### src/core/qlsc_pkg.sv
// Purpose: Shared constants of the quad low-side switch control block
// Assumes: mclk at 100 MHz
// Notes: SPI register codes and bus offsets are local to this block
`default_nettype none
package qlsc_pkg;
  // ----------------------------------------
  // Timing
  // ----------------------------------------
  localparam int CLK_MHZ = 100;
  localparam int RESTART_TIME_US = 10;
  localparam int RETRY_CYCLES = RESTART_TIME_US * CLK_MHZ;
  localparam int RETRY_W = 10;
  localparam logic [RETRY_W-1:0] RETRY_LAST = RETRY_W'(RETRY_CYCLES - 1);
  // ----------------------------------------
  // Serial frame layout
  // ----------------------------------------
  localparam int FRAME_BITS = 16;
  localparam int CNT_W = 4;
  localparam int WR_POS = 15;
  localparam int ADDR_HI = 14;
  localparam int ADDR_LO = 12;
  localparam int NCH = 4;
  localparam logic [2:0] SA_OUT = 3'h0;
  localparam logic [2:0] SA_MAP0 = 3'h1;
  localparam logic [2:0] SA_MAP1 = 3'h2;
  localparam logic [2:0] SA_PROBE = 3'h3;
  localparam logic [2:0] SA_DIAG = 3'h4;
  localparam logic [2:0] SA_MON = 3'h5;
  localparam logic [2:0] SA_SHUT = 3'h6;
  localparam logic [3:0] OUT_RST = 4'h0;
  localparam logic [3:0] MAP0_RST = 4'h4;
  localparam logic [3:0] MAP1_RST = 4'h8;
  localparam logic [3:0] PROBE_RST = 4'h0;
  // ----------------------------------------
  // Bus map and interrupt bits
  // ----------------------------------------
  localparam logic [7:0] OFF_STATUS = 8'h00;
  localparam logic [7:0] OFF_IRQ_ST = 8'h04;
  localparam logic [7:0] OFF_IRQ_CLR = 8'h08;
  localparam logic [7:0] OFF_IRQ_EN = 8'h0C;
  localparam int IRQ_W = 4;
  localparam int EV_OVL = 0;
  localparam int EV_OT = 1;
  localparam int EV_FRAME = 2;
  localparam int EV_FS = 3;
  localparam int SYNC_W = 19;
endpackage : qlsc_pkg
`default_nettype wire

### src/core/qlsc_sync.sv
// Purpose: Two-flop synchroniser for pin-level inputs
// Assumes: inputs are levels, slow against mclk
// Notes: first stage is read only by the second
`timescale 1ns/1ps
`default_nettype none
module qlsc_sync #(
  parameter int W = 1
) (
  input wire logic mclk,
  input wire logic arst_n,
  input wire logic [W-1:0] d,
  output logic [W-1:0] q
);
  logic [W-1:0] meta;

  always_ff @(posedge mclk or negedge arst_n) begin
    if (!arst_n) begin
      meta <= '0;
      q <= '0;
    end else begin
      meta <= d;
      q <= meta;
    end
  end
endmodule : qlsc_sync
`default_nettype wire

### src/core/qlsc_spi.sv
// Purpose: 16-bit SPI slave shifter, mode 0, sampled by mclk
// Assumes: sclk, cs_n, si already synchronised to mclk
// Notes: sclk must stay below a quarter of mclk
`timescale 1ns/1ps
`default_nettype none
module qlsc_spi (
  input wire logic mclk,
  input wire logic arst_n,
  input wire logic sclk,
  input wire logic cs_n,
  input wire logic si,
  input wire logic [15:0] resp_word,
  output logic frame_start,
  output logic frame_valid,
  output logic [15:0] frame_word,
  output logic so,
  output logic so_oe
);
  logic sclk_d;
  logic cs_d;
  logic si_hold;
  logic any_bits;
  logic [qlsc_pkg::CNT_W-1:0] bit_cnt;
  wire rise = sclk & ~sclk_d & ~cs_n;
  wire fall = ~sclk & sclk_d & ~cs_n;
  wire cs_fall = ~cs_n & cs_d;
  wire cs_rise = cs_n & ~cs_d;

  // ----------------------------------------
  // Shift path
  // ----------------------------------------
  // Shift-through keeps the chain working with 16-bit neighbours; an 8-bit neighbour leaves the frame off word and rejected
  always_ff @(posedge mclk or negedge arst_n) begin
    if (!arst_n) begin
      sclk_d <= 1'b0;
      cs_d <= 1'b1;
      si_hold <= 1'b0;
      frame_word <= 16'h0000;
      bit_cnt <= '0;
      any_bits <= 1'b0;
    end else begin
      sclk_d <= sclk;
      cs_d <= cs_n;
      if (rise) si_hold <= si;
      if (cs_fall) begin
        frame_word <= resp_word;
        bit_cnt <= '0;
        any_bits <= 1'b0;
      end else if (fall) begin
        frame_word <= {frame_word[14:0], si_hold};
        bit_cnt <= bit_cnt + 1'b1;
        any_bits <= 1'b1;
      end
    end
  end

  // Frame counts only on whole 16-bit words at deselect
  always_ff @(posedge mclk or negedge arst_n) begin
    if (!arst_n) begin
      frame_valid <= 1'b0;
      frame_start <= 1'b0;
      so_oe <= 1'b0;
    end else begin
      frame_valid <= cs_rise & any_bits & (bit_cnt == '0);
      frame_start <= cs_fall;
      so_oe <= ~cs_n;
    end
  end

  assign so = frame_word[15];
endmodule : qlsc_spi
`default_nettype wire

### src/core/qlsc_top.sv
// Purpose: Control and protection logic of a four-channel low-side switch
// Assumes: pins are asynchronous to mclk; Wishbone master on mclk
// Notes: channel drive, probe enables and monitor bits face the analog side
// Operation
// - Sixteen-bit SPI frames carry control and diagnosis
// - Serial port shifts through for daisy chains
// - Exactly four low-side channels, numbered 0 to 3
// - Inputs drive channels through programmable input map
// - Fail-safe routes inputs to channels 2 and 3
// - Low power request gives inputs channels 2, 3
// - Serial access only while digital supply present
// - Overload latches channel off until serial re-enable
// - Fail-safe overload restarts after fallback restart time
// - Over-temperature latches channel off
// - Serial probe enable; off-state output monitor bits
// - Diagnosis latched until read over serial
// - Serial output released while chip select high
// - Reset map and fail-safe: input 0 drives channel 2, input 1 channel 3
//
// Local design decisions: register access over Wishbone and the address map.
`timescale 1ns/1ps
`default_nettype none
module qlsc_top (
  input wire logic mclk,
  input wire logic arst_n,
  input wire logic wb_cyc_i,
  input wire logic wb_stb_i,
  input wire logic wb_we_i,
  input wire logic [7:0] wb_adr_i,
  input wire logic [3:0] wb_sel_i,
  input wire logic [31:0] wb_dat_i,
  output logic [31:0] wb_dat_o,
  output logic wb_ack_o,
  output logic irq,
  input wire logic spi_sclk,
  input wire logic chip_select_n,
  input wire logic spi_si,
  output logic spi_so,
  output logic spi_so_oe,
  input wire logic parallel_input_0,
  input wire logic parallel_input_1,
  input wire logic power_request,
  input wire logic vdd_present,
  input wire logic [3:0] overload_trip,
  input wire logic [3:0] overtemp,
  input wire logic [3:0] drain_level,
  output logic [3:0] channel_on,
  output logic [3:0] probe_enable
);
  // ----------------------------------------
  // Pin synchronisation
  // ----------------------------------------
  logic [qlsc_pkg::SYNC_W-1:0] sync_q;
  qlsc_sync #(.W(qlsc_pkg::SYNC_W)) u_sync (
    .mclk(mclk),
    .arst_n(arst_n),
    .d({drain_level, overtemp, overload_trip, vdd_present, power_request,
        parallel_input_1, parallel_input_0, spi_si, chip_select_n, spi_sclk}),
    .q(sync_q)
  );
  wire sclk_s = sync_q[0];
  wire cs_s = sync_q[1];
  wire si_s = sync_q[2];
  wire in0_s = sync_q[3];
  wire in1_s = sync_q[4];
  wire pwr_s = sync_q[5];
  wire vdd_s = sync_q[6];
  wire [3:0] ovl_s = sync_q[10:7];
  wire [3:0] ot_s = sync_q[14:11];
  wire [3:0] output_monitor_bits = sync_q[18:15];

  // ----------------------------------------
  // Serial port
  // ----------------------------------------
  logic frame_start;
  logic frame_valid;
  logic [15:0] frame_word;
  logic [15:0] resp_word;
  logic so_q;
  logic so_oe_q;
  // No supply looks like a permanently deselected port
  wire cs_eff = cs_s | ~vdd_s;

  qlsc_spi u_spi (
    .mclk(mclk),
    .arst_n(arst_n),
    .sclk(sclk_s),
    .cs_n(cs_eff),
    .si(si_s),
    .resp_word(resp_word),
    .frame_start(frame_start),
    .frame_valid(frame_valid),
    .frame_word(frame_word),
    .so(so_q),
    .so_oe(so_oe_q)
  );
  assign spi_so = so_q;
  assign spi_so_oe = so_oe_q & ~cs_eff;

  // ----------------------------------------
  // Serial registers
  // ----------------------------------------
  logic [3:0] out_ctrl;
  logic [3:0] map0;
  logic [3:0] map1;
  logic [3:0] probe_ctrl;
  logic [2:0] last_addr;
  logic [3:0] ovl_off;
  logic [3:0] ot_off;
  logic [3:0] diag_ovl;
  logic [3:0] diag_ot;
  wire [2:0] s_addr = frame_word[qlsc_pkg::ADDR_HI:qlsc_pkg::ADDR_LO];
  wire s_wr = frame_valid & frame_word[qlsc_pkg::WR_POS];
  wire [3:0] s_data = frame_word[3:0];
  wire wr_out = s_wr & (s_addr == qlsc_pkg::SA_OUT);
  wire [3:0] reenable = wr_out ? s_data : 4'h0;
  wire diag_rd = frame_start & (last_addr == qlsc_pkg::SA_DIAG);
  wire fail_safe = ~pwr_s;
  logic [7:0] s_rdata;

  always_comb begin
    case (last_addr)
      qlsc_pkg::SA_OUT: s_rdata = {4'h0, out_ctrl};
      qlsc_pkg::SA_MAP0: s_rdata = {4'h0, map0};
      qlsc_pkg::SA_MAP1: s_rdata = {4'h0, map1};
      qlsc_pkg::SA_PROBE: s_rdata = {4'h0, probe_ctrl};
      qlsc_pkg::SA_DIAG: s_rdata = {diag_ot, diag_ovl};
      qlsc_pkg::SA_MON: s_rdata = {4'h0, output_monitor_bits};
      qlsc_pkg::SA_SHUT: s_rdata = {ot_off, ovl_off};
      default: s_rdata = 8'h00;
    endcase
  end
  assign resp_word = {channel_on, fail_safe, 3'h0, s_rdata};

  always_ff @(posedge mclk or negedge arst_n) begin
    if (!arst_n) begin
      out_ctrl <= qlsc_pkg::OUT_RST;
      map0 <= qlsc_pkg::MAP0_RST;
      map1 <= qlsc_pkg::MAP1_RST;
      probe_ctrl <= qlsc_pkg::PROBE_RST;
      last_addr <= qlsc_pkg::SA_OUT;
    end else if (frame_valid) begin
      last_addr <= s_addr;
      if (s_wr) begin
        case (s_addr)
          qlsc_pkg::SA_OUT: out_ctrl <= s_data;
          qlsc_pkg::SA_MAP0: map0 <= s_data;
          qlsc_pkg::SA_MAP1: map1 <= s_data;
          qlsc_pkg::SA_PROBE: probe_ctrl <= s_data;
          default: ;
        endcase
      end
    end
  end

  // ----------------------------------------
  // Channel control and protection
  // ----------------------------------------
  wire [3:0] fs_req = {in1_s, in0_s, 2'b00};
  wire [3:0] map_req = out_ctrl | (map0 & {4{in0_s}}) | (map1 & {4{in1_s}});
  wire [3:0] req = fail_safe ? fs_req : map_req;
  wire [3:0] ovl_set = ovl_s & channel_on;
  wire [3:0] ot_set = ot_s;
  logic [3:0] retry_hit;
  wire [3:0] ovl_clr = reenable | retry_hit;
  wire [3:0] next_ovl_off = (ovl_off & ~ovl_clr) | ovl_set;
  wire [3:0] next_ot_off = (ot_off & ~reenable) | ot_set;
  wire [3:0] next_channel_on = req & ~next_ovl_off & ~next_ot_off;
  logic [qlsc_pkg::RETRY_W-1:0] retry_cnt [qlsc_pkg::NCH];

  // Retry waits only while the fail-safe routed input keeps asking for the channel
  genvar k;
  generate
    for (k = 0; k < qlsc_pkg::NCH; k++) begin : g_retry
      wire wait_k = fail_safe & ovl_off[k] & fs_req[k];
      assign retry_hit[k] = wait_k & (retry_cnt[k] == qlsc_pkg::RETRY_LAST);
      always_ff @(posedge mclk or negedge arst_n) begin
        if (!arst_n) begin
          retry_cnt[k] <= '0;
        end else if (wait_k && !retry_hit[k]) begin
          retry_cnt[k] <= retry_cnt[k] + 1'b1;
        end else begin
          retry_cnt[k] <= '0;
        end
      end
    end
  endgenerate

  // Set wins over clear so a new fault is never lost
  always_ff @(posedge mclk or negedge arst_n) begin
    if (!arst_n) begin
      ovl_off <= 4'h0;
      ot_off <= 4'h0;
      channel_on <= 4'h0;
      probe_enable <= 4'h0;
      diag_ovl <= 4'h0;
      diag_ot <= 4'h0;
    end else begin
      ovl_off <= next_ovl_off;
      ot_off <= next_ot_off;
      channel_on <= next_channel_on;
      probe_enable <= probe_ctrl & ~next_channel_on;
      diag_ovl <= (diag_ovl & ~{4{diag_rd}}) | ovl_set;
      diag_ot <= (diag_ot & ~{4{diag_rd}}) | ot_set;
    end
  end

  // ----------------------------------------
  // Wishbone slave and interrupts
  // ----------------------------------------
  logic [qlsc_pkg::IRQ_W-1:0] irq_st;
  logic [qlsc_pkg::IRQ_W-1:0] irq_en;
  logic fs_d;
  wire wb_req = wb_cyc_i & wb_stb_i;
  wire wb_wr = wb_req & wb_we_i & wb_ack_o & wb_sel_i[0];
  wire hit_status = wb_adr_i[7:2] == qlsc_pkg::OFF_STATUS[7:2];
  wire hit_irq_st = wb_adr_i[7:2] == qlsc_pkg::OFF_IRQ_ST[7:2];
  wire hit_irq_clr = wb_adr_i[7:2] == qlsc_pkg::OFF_IRQ_CLR[7:2];
  wire hit_irq_en = wb_adr_i[7:2] == qlsc_pkg::OFF_IRQ_EN[7:2];
  wire [qlsc_pkg::IRQ_W-1:0] irq_clr = (wb_wr & hit_irq_clr) ?
                                       wb_dat_i[qlsc_pkg::IRQ_W-1:0] : '0;
  wire [qlsc_pkg::IRQ_W-1:0] ev = {fail_safe & ~fs_d, frame_valid, |(ot_set & ~ot_off),
                                   |ovl_set};
  wire [31:0] status_word = {16'h0000, in1_s, in0_s, vdd_s, fail_safe,
                             ot_off, ovl_off, channel_on};
  wire [31:0] wb_rd = hit_status ? status_word :
                      hit_irq_st ? {28'h0000000, irq_st} :
                      hit_irq_en ? {28'h0000000, irq_en} : 32'h00000000;

  always_ff @(posedge mclk or negedge arst_n) begin
    if (!arst_n) begin
      wb_ack_o <= 1'b0;
      wb_dat_o <= 32'h00000000;
    end else begin
      wb_ack_o <= wb_req & ~wb_ack_o;
      if (wb_req && !wb_ack_o) wb_dat_o <= wb_we_i ? 32'h00000000 : wb_rd;
    end
  end

  // A new event in the clearing cycle stays set
  always_ff @(posedge mclk or negedge arst_n) begin
    if (!arst_n) begin
      irq_st <= '0;
      irq_en <= '0;
      fs_d <= 1'b1; // Pins read as fail-safe until synchronised; no false entry event
      irq <= 1'b0;
    end else begin
      irq_st <= (irq_st & ~irq_clr) | ev;
      if (wb_wr && hit_irq_en) irq_en <= wb_dat_i[qlsc_pkg::IRQ_W-1:0];
      fs_d <= fail_safe;
      irq <= |(irq_st & irq_en);
    end
  end
endmodule : qlsc_top
`default_nettype wire

### config.mk
export PLATFORM = sky130hd
export DESIGN_NAME = qlsc_top
export DESIGN_NICKNAME = d
export VERILOG_FILES = /design/src/core/qlsc_pkg.sv /design/src/core/qlsc_sync.sv /design/src/core/qlsc_spi.sv /design/src/core/qlsc_top.sv
export SDC_FILE = /design/constraint.sdc
export NUM_CORES = 1
export LEC_CHECK = 0
export ABC_CLOCK_PERIOD_IN_PS = 3800
export BUFFER_PORTS_ARGS = -buffer_cell sky130_fd_sc_hd__buf_4
export CORE_MARGIN = 3
export CORE_UTILIZATION = 53
export DETAILED_ROUTE_END_ITERATION = 16
export MAX_ROUTING_LAYER = met4
export PLACE_DENSITY = 0.76
export SYNTH_ARGS = -nofsm -noshare
export SYNTH_HDL_FRONTEND = slang
export SYNTH_SLANG_ARGS = --single-unit
### constraint.sdc
create_clock -name mclk -period 3.8 [get_ports mclk]
set_input_delay 0.76 -clock mclk [delete_from_list [all_inputs] [get_ports mclk]]
set_output_delay 0.76 -clock mclk [all_outputs]
set_load 0.1 [all_outputs]
==> results.json <==
{
  "status": "finished clean",
  "drc": 0,
  "worstHoldPathType": "reg2reg",
  "finalHoldWorstSlack_ns": 0.348,
  "antenna_found_initial": 0,
  "finalCritPeriodShare_pct": 61.1,
  "wl_per_cell_um": 17.3,
  "drtPass1Iterations": 6,
  "r2r_end": "u_spi.frame_word[11]$_DFFE_PN0P_",
  "nets": 687,
  "endpoint": "spi_so_oe",
  "synth_edf_count": 0,
  "syn_to_final_growth_pct": 18.3,
  "reg2reg_depth": 5,
  "crit_slowest_cell": "dfrtp_1",
  "tightest_slew_ns": 0.903,
  "grt_max_degree": 92,
  "drive_gt1_share_pct": 20.7,
  "start_util_pct": 54.8,
  "postLayoutCoreUtil_pct": 64.8,
  "tns_ns": 0,
  "vias_per_cell": 5.65,
  "clock_tree.root_cell": "clkbuf_16",
  "yosysTopAreaCell": "dfrtp_1",
  "antenna_cells": 0,
  "comb_power_share_pct": 6.2,
  "skew_ns": 0.00714,
  "synth.top_cell.area_share_pct": 59.9,
  "crit_family": "flip-flops",
  "avgSynthCellArea_um2": 11.5,
  "cp_max_fo": 5,
  "leakagePower_nw": 3.49,
  "grt_pass1_wl_mm": 22.2,
  "yosysWarnings": 0,
  "p_seq_share_pct": 47.9,
  "hpwl_mm": 9.05,
  "grt_overflow": 0,
  "powerDensity_nw_per_um2": 489,
  "synth-seq-area-share_pct": 61.6,
  "required_ns": 3.04,
  "drtIter0Drc": 296,
  "slowest_delay_ns": 0.46,
  "rr_startpoint": "u_spi.cs_d$_DFF_PN1_",
  "cp-end-kind": "primary output",
  "fp.coreArea_um2": 11500,
  "rows": 39,
  "internal_power_mw": 2.79,
  "final_common_cell": "dfrtp_1",
  "port_buffers": 62,
  "post_cts_buffers": 0,
  "die_h_um": 115,
  "syn_inst": 548,
  "cts_buffers": 17,
  "synth-seq-cells": 155,
  "clk_latency_ns": 0.42,
  "max_cap_viol_count": 0,
  "worst-path-buf-inv": 2,
  "layout_common_cells": "dfrtp_1, nand2_1, buf_4",
  "crit_type": "reg2out",
  "clockBufferDepth": 2,
  "power.switching_mw": 0.858,
  "die_x_um": 115,
  "antenna_left": 0,
  "setup-violations-final": 0,
  "layout_min_cycle_time_ns": 2.32,
  "die_area_um2": 13300,
  "regToRegSetupSlack_ns": 1.73,
  "cts-htree-levels": 4,
  "synthArstFlopShare_pct": 100,
  "grt_pass1_vias": 4461,
  "synth_area_leaders": "dfrtp_1, nand2_1, mux2_2, nor2_1, a22o_1",
  "yosysUniqueCellTypes": 55,
  "cts_tree": "done",
  "path_clk_slew_ns": 0.06,
  "cts_resized": 0,
  "fill_cells": 895,
  "fmax_mhz": 431,
  "vias": 4360,
  "synth-main-ff-cell": "dfrtp_1",
  "routed_wl_mm": 13.4,
  "worstSetupStartpointType": "flip-flop",
  "worst_ir_drop_vdd_v": 0.000283,
  "maxSlewViolCount": 0,
  "final_hold_viol_count": 0,
  "crit_chain": "nand2b_1 > inv_1 > and2_1 > buf_4",
  "critPathArrivalTime_ns": 1.56,
  "clkPwrFrac_pct": 45.9,
  "ioPinCount": 112,
  "cp_num_cells": 4,
  "cts.sinks": 155,
  "routabilityCongestion": 0.865,
  "grt_usage_pct": 22.7,
  "cts_hold_buf": 0,
  "synth_area_um2": 6310,
  "rsz0062_at_grt": "false",
  "swShare_pct": 23.5,
  "setup.worst_path.start": "u_sync.q[6]$_DFF_PN0_",
  "max-slew-margin-rel_pct": 39.3
}
## registers in the layout (all words and copies together), names as in the netlist, 16 cells and up
register,flops
u_sync.q,19
wb_dat_o,16
u_spi.frame_word,16
retry_cnt,20
u_sync.meta,19
## worst register-to-register path, delay by kind of cell (launching register included)
family          cells  cell delay [ns]
flops               1             0.56
compound gates      2             0.34
buf+inv             1             0.48
simple gates        2             0.57
## per-stage QoR
stage                     power [mW]  cells  cell area, um2  worst slack (ns)
after CTS                       3.67    771            7460              1.44
after global placement          2.00    739            6880              1.56
after floorplan                 1.92    563            6370              1.64
after global routing            3.77    771            7460              1.39
final                           3.65    771            7460              1.48
after detailed placement        2.00    739            6880              1.46
## worst min path at each step
stage	from	end	slack, ns	cells after the start
2_1_floorplan	u_sync.meta[0]$_DFF_PN0_	u_sync.q[0]$_DFF_PN0_	0.33	0
3_3_place_gp	u_sync.meta[6]$_DFF_PN0_	u_sync.q[6]$_DFF_PN0_	0.33	0
3_5_place_dp	u_sync.meta[1]$_DFF_PN0_	u_sync.q[1]$_DFF_PN0_	0.34	0
4_1_cts	u_sync.meta[1]$_DFF_PN0_	u_sync.q[1]$_DFF_PN0_	0.35	0
5_1_grt	u_sync.meta[1]$_DFF_PN0_	u_sync.q[1]$_DFF_PN0_	0.35	0
6_report	u_sync.meta[1]$_DFF_PN0_	u_sync.q[1]$_DFF_PN0_	0.35	0
## cells by family (layout without fill, tap and decap cells)
logic type	after synthesis	in the layout	synth area share, %
DFF	155	155	61.6
AOI/OAI and AO/OA	89	89	10.2
other	1	16	0.0594
buffers and inverters	50	115	3.97
xor gates and xnor gates	18	18	2.50
muxes	36	36	6.17
and+or+nand+nor	195	195	14.8
adders and majority gates	4	4	0.793
## metal layers
layer,track usage (%),wire (um)
met4,9.23,281
met5,-,0
met1,28.8,5580
met3,6.42,780
met2,34.4,6710
## power groups by stage
stage / sequential, mW / clock [mW] / combinational [mW]
final: 1.75 / 1.67 / 0.227
after global routing: 1.75 / 1.78 / 0.246
after CTS: 1.75 / 1.70 / 0.229
after detailed placement: 1.77 / 0 / 0.228
after global placement: 1.77 / 0 / 0.224
after floorplan: 1.77 / 0 / 0.147
## area by class of cell
class / instances / area, um2 / share of cell area [%]
inverter: 17 / 63.8 / 0.855
clock buffer: 20 / 437 / 5.85
timing repair buffer: 66 / 512 / 6.86
multi-input combinational: 358 / 2240 / 30.0
sequential: 155 / 3880 / 52.0
tap: 143 / 179 / 2.40
clock inverter: 12 / 149 / 2.00
## synthesized netlist by cell type (4+ instances only)
| cell type | instances |
|---|---|
| a21o_1 | 4 |
| a21oi_1 | 9 |
| a22o_1 | 18 |
| a22oi_1 | 8 |
| buf_4 | 16 |
| clkbuf_1 | 14 |
| dfrtp_1 | 151 |
| dfstp_2 | 4 |
| ha_1 | 4 |
| inv_1 | 17 |
| mux2_2 | 23 |
| mux2i_1 | 13 |
| nand2_1 | 76 |
| nand2b_1 | 11 |
| nand3_1 | 17 |
| nand4_1 | 7 |
| nor2_1 | 44 |
| nor2b_1 | 4 |
| nor3_1 | 8 |
| o21ai_0 | 19 |
| o22ai_1 | 4 |
| o2bb2ai_1 | 4 |
| o41ai_1 | 4 |
| or3_1 | 4 |
| xnor2_1 | 12 |
| xor2_1 | 6 |
No activity file was read; power rests on OpenSTA's default activity.
